--- src/hdl/asq_pkg.sv ---
// package of constants and types for the sequence, queue and halt control block
package asq_pkg;

   // register bus geometry
   localparam int ADDR_W = 3;
   localparam int DATA_W = 8;

   // register offsets
   localparam logic [ADDR_W-1:0] OFS_CTRL       = 3'h0;
   localparam logic [ADDR_W-1:0] OFS_STATUS     = 3'h1;
   localparam logic [ADDR_W-1:0] OFS_CMPL_LO    = 3'h2;
   localparam logic [ADDR_W-1:0] OFS_CMPL_HI    = 3'h3;
   localparam logic [ADDR_W-1:0] OFS_IRQ_STS    = 3'h4;
   localparam logic [ADDR_W-1:0] OFS_IRQ_MASK   = 3'h5;
   localparam logic [ADDR_W-1:0] OFS_START      = 3'h6;
   localparam logic [ADDR_W-1:0] OFS_OTHER_CTRL = 3'h7;

   // sequence_queue_freeze_control fields
   localparam int HALT_LSB  = 0;
   localparam int HALT_MSB  = 1;
   localparam int QUEUE_BIT = 2;
   localparam int LEN_LSB   = 3;
   localparam int LEN_MSB   = 6;
   localparam int RSVD_BIT  = 7;
   localparam logic [DATA_W-1:0] CTRL_WR_MASK = 8'h7f;
   localparam logic [DATA_W-1:0] CTRL_RESET   = 8'h20;

   // sequence_start_register fields
   localparam int START_SCAN_BIT = 0;

   // converter_status_zero fields
   localparam int STS_POS_LSB    = 0;
   localparam int STS_POS_MSB    = 3;
   localparam int STS_FROZEN_BIT = 5;
   localparam int STS_BUSY_BIT   = 6;
   localparam int STS_SEQ_BIT    = 7;

   // interrupt status and mask fields
   localparam int IRQ_SEQ_BIT   = 0;
   localparam int IRQ_ABORT_BIT = 1;
   localparam int IRQ_W         = 2;
   localparam logic [IRQ_W-1:0] IRQ_MASK_RESET = 2'h0;

   // result file
   localparam int POS_W       = 4;
   localparam int NUM_RESULTS = 16;

   typedef enum logic [1:0] {
      HALT_RUN    = 2'b00,
      HALT_RSVD   = 2'b01,
      HALT_FINISH = 2'b10,
      HALT_NOW    = 2'b11
   } asq_halt_type;

   typedef enum logic [2:0] {
      ST_IDLE  = 3'b001,
      ST_START = 3'b010,
      ST_WAIT  = 3'b100
   } asq_state_type;

   // conversions per sequence; the all-zero code means the full sixteen
   function automatic logic [POS_W:0] seq_len(input logic [POS_W-1:0] code);
      seq_len = (code == 4'h0) ? 5'h10 : {1'b0, code};
   endfunction

endpackage

--- src/hdl/asq_halt_ctrl.sv ---
// debug freeze synchroniser and halt decision
`timescale 1ns/10ps
module asq_halt_ctrl
   import asq_pkg::*;
(
   // clock and reset
   input  wire logic       clk_i,
   input  wire logic       resetn_i,
   // debug freeze pin
   input  wire logic       dbg_freeze_i,
   // control
   input  wire logic [1:0] halt_sel_i,
   input  wire logic       conv_active_i,
   // decisions
   output logic            frozen_o,
   output logic            start_ok_o,
   output logic            hold_o
);

   logic sync1_ff;
   logic sync2_ff;
   logic sync3_ff;
   logic frozen_ff;
   logic nxt_frozen;

   // a change is taken only once two later stages agree
   assign nxt_frozen = (sync2_ff == sync3_ff) ? sync2_ff : frozen_ff;

   always_ff @(posedge clk_i or negedge resetn_i) begin
      if (!resetn_i) begin
         sync1_ff  <= 1'b0;
         sync2_ff  <= 1'b0;
         sync3_ff  <= 1'b0;
         frozen_ff <= 1'b0;
      end else begin
         sync1_ff  <= dbg_freeze_i;
         sync2_ff  <= sync1_ff;
         sync3_ff  <= sync2_ff;
         frozen_ff <= nxt_frozen;
      end
   end

   wire logic sel_run  = (halt_sel_i == HALT_RUN) || (halt_sel_i == HALT_RSVD);
   wire logic sel_now  = (halt_sel_i == HALT_NOW);

   // finish mode lets the running conversion end but blocks the next one
   assign frozen_o   = frozen_ff;
   assign start_ok_o = !frozen_ff || sel_run;
   assign hold_o     = frozen_ff && sel_now && conv_active_i;
endmodule // asq_halt_ctrl

--- src/hdl/asq_seq_ctrl.sv ---
// converter sequence length, result queue and debug halt control
//
// Implementation choices: the address map and the strobed register port.
`timescale 1ns/10ps
// Behaviour
// - control write aborts sequence, starts nothing
// - four-bit length, zero means sixteen
// - reset length is four conversions
// - fixed mode: Nth result to slot N
// - queue mode: position kept across scan-mode sequences
// - queue mode: position wraps past last slot
// - position counter readable in status
// - any control write clears position counter
// - freeze codes: run, reserved, finish, now
// - halt 1:0, queue 2, length 6:3
// - per-result complete flags kept current
module asq_seq_ctrl
   import asq_pkg::*;
(
   // clock and reset
   input  wire logic              clk_i,
   input  wire logic              resetn_i,
   // register port
   input  wire logic [ADDR_W-1:0] addr_i,
   input  wire logic [DATA_W-1:0] wr_data_i,
   input  wire logic              wr_en_i,
   input  wire logic              rd_en_i,
   output logic      [DATA_W-1:0] rd_data_o,
   // debug
   input  wire logic              dbg_freeze_i,
   // converter core
   input  wire logic              conv_done_i,
   output logic                   conv_start_o,
   output logic                   conv_abort_o,
   output logic                   conv_hold_o,
   output logic                   result_wr_o,
   output logic      [POS_W-1:0]  result_idx_o,
   output logic                   busy_o,
   // interrupt
   output logic                   irq_o
);

   asq_state_type          state_ff;
   asq_state_type          nxt_state;
   logic [DATA_W-1:0]      ctrl_ff;
   logic [POS_W-1:0]       conv_cnt_ff;
   logic [POS_W-1:0]       nxt_conv_cnt;
   logic [POS_W-1:0]       pos_ff;
   logic [POS_W-1:0]       nxt_pos;
   logic [NUM_RESULTS-1:0] cmpl_ff;
   logic [NUM_RESULTS-1:0] nxt_cmpl;
   logic [IRQ_W-1:0]       irq_sts_ff;
   logic [IRQ_W-1:0]       nxt_irq_sts;
   logic [IRQ_W-1:0]       irq_mask_ff;
   logic                   scan_ff;
   logic                   seq_done_ff;
   logic                   conv_start_ff;
   logic                   conv_abort_ff;
   logic                   conv_hold_ff;
   logic                   result_wr_ff;
   logic [POS_W-1:0]       result_idx_ff;
   logic                   busy_ff;
   logic                   irq_ff;
   logic [DATA_W-1:0]      rd_data_ff;
   logic                   frozen_w;
   logic                   start_ok_w;
   logic                   hold_w;

   // address decode
   wire logic wr_ctrl     = wr_en_i && (addr_i == OFS_CTRL);
   wire logic wr_start    = wr_en_i && (addr_i == OFS_START);
   wire logic wr_other    = wr_en_i && (addr_i == OFS_OTHER_CTRL);
   wire logic wr_cmpl_lo  = wr_en_i && (addr_i == OFS_CMPL_LO);
   wire logic wr_cmpl_hi  = wr_en_i && (addr_i == OFS_CMPL_HI);
   wire logic wr_irq_sts  = wr_en_i && (addr_i == OFS_IRQ_STS);
   wire logic wr_irq_mask = wr_en_i && (addr_i == OFS_IRQ_MASK);
   // writes to the read-only status offset fall through and are dropped
   wire logic any_ctrl_wr = wr_ctrl || wr_start || wr_other;

   // control fields
   wire logic [POS_W-1:0] len_field = ctrl_ff[LEN_MSB:LEN_LSB];
   wire logic             queue_on  = ctrl_ff[QUEUE_BIT];
   wire logic [1:0]       halt_sel  = ctrl_ff[HALT_MSB:HALT_LSB];
   wire logic [POS_W:0]   len_w     = seq_len(len_field);

   // sequence progress
   wire logic busy_w    = (state_ff != ST_IDLE);
   // a done pulse that meets a control write is dropped: the write wins
   wire logic done_ok   = (state_ff == ST_WAIT) && conv_done_i && !any_ctrl_wr;
   wire logic last_conv = ({1'b0, conv_cnt_ff} == (len_w - 5'h01));
   wire logic seq_end   = done_ok && last_conv;
   wire logic abort_evt = any_ctrl_wr && busy_w;

   asq_halt_ctrl u_halt (
      .clk_i         (clk_i),
      .resetn_i      (resetn_i),
      .dbg_freeze_i  (dbg_freeze_i),
      .halt_sel_i    (halt_sel),
      .conv_active_i (state_ff == ST_WAIT),
      .frozen_o      (frozen_w),
      .start_ok_o    (start_ok_w),
      .hold_o        (hold_w)
   );

   // a write never starts a sequence except through the start register
   always_comb begin
      nxt_state = state_ff;
      if (any_ctrl_wr) begin
         nxt_state = wr_start ? ST_START : ST_IDLE;
      end else begin
         case (state_ff)
            ST_IDLE: begin
               nxt_state = ST_IDLE;
            end
            ST_START: begin
               if (start_ok_w) begin
                  nxt_state = ST_WAIT;
               end
            end
            ST_WAIT: begin
               if (done_ok) begin
                  nxt_state = (last_conv && !scan_ff) ? ST_IDLE : ST_START;
               end
            end
            default: begin
               nxt_state = ST_IDLE;
            end
         endcase
      end
   end

   // conversion and result position counters
   always_comb begin
      nxt_conv_cnt = conv_cnt_ff;
      nxt_pos      = pos_ff;
      if (any_ctrl_wr) begin
         nxt_conv_cnt = '0;
         nxt_pos      = '0;
      end else if (done_ok) begin
         nxt_conv_cnt = last_conv ? '0 : conv_cnt_ff + 4'h1;
         if (last_conv && !queue_on) begin
            nxt_pos = '0;
         end else begin
            // four-bit counter rolls from the last slot back to slot zero
            nxt_pos = pos_ff + 4'h1;
         end
      end
   end

   // complete flags: the start register clears them, a new result sets wins
   wire logic [NUM_RESULTS-1:0] cmpl_set = done_ok ? (16'h0001 << pos_ff) : '0;
   wire logic [NUM_RESULTS-1:0] cmpl_clr = wr_start   ? 16'hffff :
                                           wr_cmpl_lo ? {8'h00, wr_data_i} :
                                           wr_cmpl_hi ? {wr_data_i, 8'h00} : '0;
   assign nxt_cmpl = (cmpl_ff & ~cmpl_clr) | cmpl_set;

   // sticky interrupt sources, set beats write-one-clear
   wire logic [IRQ_W-1:0] irq_set = {abort_evt, seq_end};
   wire logic [IRQ_W-1:0] irq_clr = wr_irq_sts ? wr_data_i[IRQ_W-1:0] : '0;
   assign nxt_irq_sts = (irq_sts_ff & ~irq_clr) | irq_set;

   // read selection
   wire logic [DATA_W-1:0] status_w = {seq_done_ff, busy_w, frozen_w, 1'b0, pos_ff};
   wire logic [DATA_W-1:0] rd_mux =
      (addr_i == OFS_CTRL)     ? (ctrl_ff & CTRL_WR_MASK) :
      (addr_i == OFS_STATUS)   ? status_w :
      (addr_i == OFS_CMPL_LO)  ? cmpl_ff[7:0] :
      (addr_i == OFS_CMPL_HI)  ? cmpl_ff[15:8] :
      (addr_i == OFS_IRQ_STS)  ? {6'h00, irq_sts_ff} :
      (addr_i == OFS_IRQ_MASK) ? {6'h00, irq_mask_ff} :
      (addr_i == OFS_START)    ? {7'h00, scan_ff} : 8'h00;

   always_ff @(posedge clk_i or negedge resetn_i) begin
      if (!resetn_i) begin
         ctrl_ff     <= CTRL_RESET;
         scan_ff     <= 1'b0;
         irq_mask_ff <= IRQ_MASK_RESET;
      end else begin
         if (wr_ctrl) begin
            ctrl_ff <= wr_data_i & CTRL_WR_MASK;
         end
         if (wr_start) begin
            scan_ff <= wr_data_i[START_SCAN_BIT];
         end
         if (wr_irq_mask) begin
            irq_mask_ff <= wr_data_i[IRQ_W-1:0];
         end
      end
   end

   always_ff @(posedge clk_i or negedge resetn_i) begin
      if (!resetn_i) begin
         state_ff    <= ST_IDLE;
         conv_cnt_ff <= '0;
         pos_ff      <= '0;
         cmpl_ff     <= '0;
         irq_sts_ff  <= '0;
         seq_done_ff <= 1'b0;
      end else begin
         state_ff    <= nxt_state;
         conv_cnt_ff <= nxt_conv_cnt;
         pos_ff      <= nxt_pos;
         cmpl_ff     <= nxt_cmpl;
         irq_sts_ff  <= nxt_irq_sts;
         seq_done_ff <= seq_end || (seq_done_ff && !any_ctrl_wr);
      end
   end

   // output stage, all registered
   always_ff @(posedge clk_i or negedge resetn_i) begin
      if (!resetn_i) begin
         conv_start_ff <= 1'b0;
         conv_abort_ff <= 1'b0;
         conv_hold_ff  <= 1'b0;
         result_wr_ff  <= 1'b0;
         result_idx_ff <= '0;
         busy_ff       <= 1'b0;
         irq_ff        <= 1'b0;
         rd_data_ff    <= '0;
      end else begin
         conv_start_ff <= (state_ff == ST_START) && start_ok_w && !any_ctrl_wr;
         conv_abort_ff <= abort_evt;
         conv_hold_ff  <= hold_w && !any_ctrl_wr;
         result_wr_ff  <= done_ok;
         if (done_ok) begin
            result_idx_ff <= pos_ff;
         end
         busy_ff    <= (nxt_state != ST_IDLE);
         // one cycle of lag keeps the interrupt pin free of decode glitches
         irq_ff     <= |(irq_sts_ff & irq_mask_ff);
         // data stand only in the cycle after the read strobe
         rd_data_ff <= rd_en_i ? rd_mux : 8'h00;
      end
   end

   assign rd_data_o    = rd_data_ff;
   assign conv_start_o = conv_start_ff;
   assign conv_abort_o = conv_abort_ff;
   assign conv_hold_o  = conv_hold_ff;
   assign result_wr_o  = result_wr_ff;
   assign result_idx_o = result_idx_ff;
   assign busy_o       = busy_ff;
   assign irq_o        = irq_ff;
endmodule // asq_seq_ctrl

--- config.mk ---
export PLATFORM = sky130hd
export DESIGN_NAME = asq_seq_ctrl
export DESIGN_NICKNAME = d
export VERILOG_FILES = /design/src/hdl/asq_pkg.sv /design/src/hdl/asq_halt_ctrl.sv /design/src/hdl/asq_seq_ctrl.sv
export SDC_FILE = /design/constraint.sdc
export NUM_CORES = 1
export LEC_CHECK = 0
export ABC_AREA = 1
export BUFFER_PORTS_ARGS = -buffer_cell sky130_fd_sc_hd__buf_4
export CORE_ASPECT_RATIO = 2
export CORE_MARGIN = 2
export CORE_UTILIZATION = 52
export DETAILED_ROUTE_END_ITERATION = 16
export PLACE_DENSITY_LB_ADDON = 0.25
export SLEW_MARGIN = 20
export SYNTH_ARGS = -nofsm -noshare
export SYNTH_HDL_FRONTEND = slang
export SYNTH_SLANG_ARGS = --single-unit
--- constraint.sdc ---
create_clock -name clk_i -period 1.65 [get_ports clk_i]
set_clock_uncertainty 0.1 [all_clocks]
set_input_delay 0.33 -clock clk_i [delete_from_list [all_inputs] [get_ports clk_i]]
set_output_delay 0.33 -clock clk_i [all_outputs]
set_load 0.01 [all_outputs]
Word-level counts from Yosys, hierarchy flattened
Cells that the tools add are included.
Cells by class
  equality and inequality tests: 15
  shift operators: 1
  reduce and logical (&&, ||, !) cells: 33
  multiplexer cells: 26
  add/subtract/negate cells: 3
  bitwise operators: 7
Operators with widths (number)
  $mux W16: 4
  $mux W8: 5
  $mux W4: 6
  $logic_and A1 B1 Y1: 19
  $and A16 B16 Y16: 1
  $not A16 Y16: 1
  $or A16 B16 Y16: 1
  $shl A1 B4 Y16 const A: 1
  $eq A3 B3 Y1 const B: 5
  $mux W2: 5
  $eq A3 B2 Y1 const B: 3
  $mux W3: 3
  $add A4 B1 Y4 const B: 2
  $ne A3 B1 Y1 const B: 2
  $pmux W3 S2: 1
  $eq A4 B5 Y1: 1
  $logic_or A1 B1 Y1: 5
  $mux W5: 1
  $sub A5 B1 Y5 const B: 1
  $and A2 B2 Y2: 2
  $logic_not A1 Y1: 4
  $logic_not A4 Y1: 1
  $eq A3 B1 Y1 const B: 1
  $logic_not A3 Y1: 1
  9 further kinds: 9
Word-level totals
  logic and storage cells: 106
  output and inout bits: 18
  flip-flop bits (word level): 62
  bits of input ports: 17

Depth between registers and ports, before layout
  depth in word-level cells: 10
  mapped depth: 12
  depth with buffers taken out: 12

By module
Synthesis repeated with hierarchy kept, for this count alone.
Unflattened totals
  cell total of the unflattened synthesis: 348
  area total of the unflattened synthesis: 3072.9 sq um
Modules (own cells, without submodules)
  asq_seq_ctrl: seq. area each 1453.9 sq um, instances 1, area an instance 2945.3 sq um, cells an instance 337
  asq_halt_ctrl: seq. area each 100.1 sq um, instances 1, area an instance 127.6 sq um, cells an instance 11

Worst setup path after synthesis
Ideal clock, no wire load.
  path type: register -> register
  start: register ctrl_ff[3]
  end: register pos_ff[0]
  stages on the path, launching flop included: 12
  path buffers: 0
  clock period less this slack: 1.744 ns
  library setup time: 0.126 ns
  path slack: -0.094 ns
  required time: 1.424 ns
  arrival: 1.518 ns
  path through: dfrtp_1 -> inv_1 -> ha_1 -> inv_1 -> nand2_1 -> nand2_1 -> nor2_1 -> nand2_1 -> a21oi_1 -> nand2_1 -> nor2_1 -> o21ai_0
On the way
  word-level cells in the longest chain between the ends: 8
Ends and longest elaborated chain
  start, declared: RTL line asq_seq_ctrl.sv:45  | logic [DATA_W-1:0] ctrl_ff;
  start signal, assigned: RTL line asq_seq_ctrl.sv:180  | ctrl_ff <= wr_data_i & CTRL_WR_MASK;
  $logic_not A4 Y1: RTL line asq_pkg.sv:63  | seq_len = (code == 4'h0) ? 5'h10 : {1'b0, code};
  $mux W5 *: RTL line asq_pkg.sv:63
  $sub A5 B1 Y5 *: RTL line asq_seq_ctrl.sv:90  | wire logic last_conv = ({1'b0, conv_cnt_ff} == (len_w - 5'h01));
  $eq A4 B5 Y1 *: RTL line asq_seq_ctrl.sv:90
  $logic_and A1 B1 Y1 *: RTL line asq_seq_ctrl.sv:141  | if (last_conv && !queue_on) begin
  $mux W4 *: RTL line asq_seq_ctrl.sv:141
  $mux W4 *: RTL line asq_seq_ctrl.sv:139  | end else if (done_ok) begin
  $mux W4 *: RTL line asq_seq_ctrl.sv:136  | if (any_ctrl_wr) begin
  end signal, assigned: RTL line asq_seq_ctrl.sv:202  | pos_ff <= nxt_pos;
  end, declared: RTL line asq_seq_ctrl.sv:48  | logic [POS_W-1:0] pos_ff;
Every way passes the cells marked *; elsewhere a longest branch is shown, timed or not. The select of a mux whose other input is x is not followed.
A chain may end at the register's enable or synchronous reset.

Worst setup path after layout
  start: register ctrl_ff[4]
  end: register pos_ff[3]
The elaborated chain is that of the path after synthesis.

==> key figures <==
Power
  – Psw: around 1.1 mW
  – LEAKAGE: 1.957 nW
  – Peak VDD IR: 980.8 uV
  – Clock share of power: 0.436
  – Seq pwr share: 0.407
  – Sw Ratio: 0.2650
  – Cell Pwr Density: 1043 nW/um^2
  – Tot Pwr: 4.086 mW
  – Combinational cell fraction of total power: 0.157
  – Pint: 3.003 mW

Route
  – Vias per inst: 5.615
  – DRT Wirelength: between 8 and 9 mm
  – DRT iter0 DRCs: 196
  – Antenna Nets Post-Route: 0
  – Drt pass-1 iters: 5
  – DR vias: 2729
  – Routed length per instance: 16.75 um
  – Drt drc: 0

Yosys
  – Synth Area in XOR/XNOR: 0.01178
  – Fraction of registers with async set/reset: 1.000
  – EDFF count, synth: 0
  – Yosys cell types: 33
  – Compound-cell area share of the yosys netlist: 0.1477
  – Post-synthesis simple-gate area fraction: 0.2007
  – Mux cell area share after synthesis: 0
  – Post-synthesis adder-cell area fraction: 0.04123
  – Synth Flop Type: dfrtp_1
  – FF+latch count, synth: 62
  – Register area share after synthesis: 0.5225
  – Synth Net Count: 375
  – Mapped Cells: 349
  – Syn Area/Cell: roughly 8.5 sq um
  – Mapped Area: around 3000 sq um
  – Largest family of logic cells by synthesized area: simple AND/OR/NAND/NOR gates
  – Synth Warn #: 0

Critical path
  – Worst reg2reg startpoint: ctrl_ff[4]
  – Worst Setup SP: ctrl_ff[4]
  – Crit path arrival time: 1890 ps
  – Crit path to: pos_ff[3]
  – Setup crit end kind: flop
  – CP Launch Type: flop
  – Worst-path fanout max: 5
  – R2r endpoint: pos_ff[3]
  – CP Class: reg2reg
  – Worst endpoint required time: 1770 ps
  – Worst R2R Path Depth: 11
  – Reg2reg setup slack: -120 ps

Floorplan
  – Core ar.: 5612 sq um
  – Die X: 57.48 um
  – Die ar.: about 6400 sq um
  – # IOs: 35
  – Die Ht: ~110 um
  – Initial Util: 0.5300
  – Site row count: 39

Clocking
  – Clk_lat worst skew: 330 ps
  – CTS clk-pin slew, worst paths: 50 ps
  – H-tree Lvls: 3
  – CTS tree: built
  – Clk sinks: 62
  – Root Driver: clkbuf_16
  – CTS Buf Count: 9
  – Max Root-Sink Buffers: 2

Placement
  – IO Port Bufs: 34
  – Setup WS pre-CTS: -81.74 ps
  – HPWL after DPL: 5.657 mm
  – Post-DP Area: about 3500 sq um
  – Gpl congestion: 0.9648

Timing
  – Final worst path period need: 1765 ps
  – F_max: 566.4 MHz
  – Final setup fails: 13
  – Final worst slack: -115.4 ps
  – Max-slew violation count: 0
  – Max-slew headroom: 0.6645
  – RSZ-0062 raised after global routing: yes
  – Final period utilization: 1.070
  – Measured slew at the worst slew-check pin: 503.2 ps
  – Fin. Hold Viols: 0

GRT
  – Vias in the first global route: 2697
  – First-pass GRT wire length: 13.10 mm
  – Gr usage total: 0.2733
  – Largest net degree at the start of global routing: 31
  – Grt ovf: 0
  – Initial antenna violation count: 0

Layout
  – Most common cell after layout, fill and taps aside: nand2_1
  – Share of cells above drive strength 1: 0.2729
  – Antenna diodes: 0
  – Area Overhead vs Synth: 31.76%
  – Most frequent cells in the layout: 77 x nand2_1, 62 x buf_4, 60 x dfrtp_1
  – Fin nets: 446
  – Fin area: 3919 sq um

Status
  – Status: finished, violations left
  – Failing checks: negative setup slack

Run
  – Maxcap violations: 0

Hold path
  – Min-Delay Path Class: in2reg
[cells in the mapped netlist (2+ instances only)]
library cell  number  area share
a21oi_1           11       0.019
a31oi_1            4      0.0084
a32o_1             2      0.0067
buf_2              3      0.0050
clkbuf_1           2      0.0025
dfrtp_1           60        0.50
dfstp_2            2       0.018
ha_1               9       0.038
inv_1             46       0.058
inv_2              6      0.0076
nand2_1           82        0.10
nand2_2            3      0.0063
nand3_1           23       0.039
nor2_1            24       0.030
nor2_4             2      0.0076
nor3_1             3      0.0050
o21ai_0           32       0.054
o21ai_1            2      0.0034
o221ai_1           4       0.012
o22ai_1            9       0.019
o31ai_1            6       0.015
xnor2_1            2      0.0059
xor2_1             2      0.0059
[logic make-up after synthesis]
logic type | after synthesis
compound gates | 74
fa+ha+maj | 10
simple gates | 140
buf+inv | 59
xor+xnor | 4
flops | 62
[sequential cells by signal, summed over array words and instances, names as in the netlist, 2 cells and up]
register and cells:
cmpl_ff 16, irq_sts_ff 2, irq_mask_ff 2, state_ff 3, result_idx_o 4, conv_cnt_ff 4
rd_data_o 8, pos_ff 4, ctrl_ff 7
[cell type report]
type / instances / area [sq um]
repair buffers: 66 / 516.7
clock buffers: 13 / 270.3
multi-input cells: 228 / 1285
flip-flops and latches: 62 / 1554
well taps: 61 / 76.32
clock inverters: 3 / 17.52
inverters: 53 / 198.9
fillers: 423 / 1693
[power groups by stage]
stage	clock (mW)	sequential [mW]	combinational (mW)
detailed placement	0	1.69	0.479
CTS	1.80	1.66	0.559
floorplan	0	1.67	0.276
global placement	0	1.68	0.460
global route	1.86	1.67	0.708
finish	1.78	1.66	0.641
[critical path, stage by stage, from the launching register on]
cell and delay, ps:
dfrtp_1 350, inv_2 70, ha_4 270, inv_2 30
nand2_1 50, nand2_1 60, nor2_2 140, nand2_2 80
a21oi_4 170, nand2_4 120, o21ai_2 150, nand2_1 60
[per-layer routing]
metal / wire length (um) / GRT usage / vias up
met5: 0 / 0 / -
met4: 317 / 0.1442 / 0
met3: 423 / 0.05951 / 19
met2: 4283 / 0.4439 / 115
met1: 3117 / 0.3297 / 1309
li1: - / - / 1286
[what timing repair did]
item / in CTS / in global routing
setup endpoints to repair: 11 / 31
setup buffers: 6 / 3
gates resized for setup: 11 / 14
endpoints found under the hold margin: 28 / 0
hold buffers: 2 / 0
pin swaps: 8 / 6
[per-stage QoR]
step                hold WS, ps  std cells  TNS, ps    util
floorplan                -65.59        349        0       -
global placement          172.8        460   -2.290  0.6178
CTS                       126.4        484   -541.9  0.6861
global route              157.8        486    -2762  0.6983
finish                    134.8        486    -1091  0.6983
detailed placement        177.3        460   -597.5  0.6178
[worst min path at each step]
stage	startpoint	endpoint	slack, ps	cells past startpoint
final	wr_data_i[0]	scan_ff	130	3
after global routing	wr_data_i[0]	scan_ff	160	3
after CTS	wr_data_i[0]	scan_ff	130	3
after detailed placement	resetn_i	u_halt.sync1_ff	180	1
after global placement	resetn_i	u_halt.sync1_ff	170	1
after floorplan	resetn_i	busy_o	-70	0
Note: power is estimated with default switching activity, not from simulation.
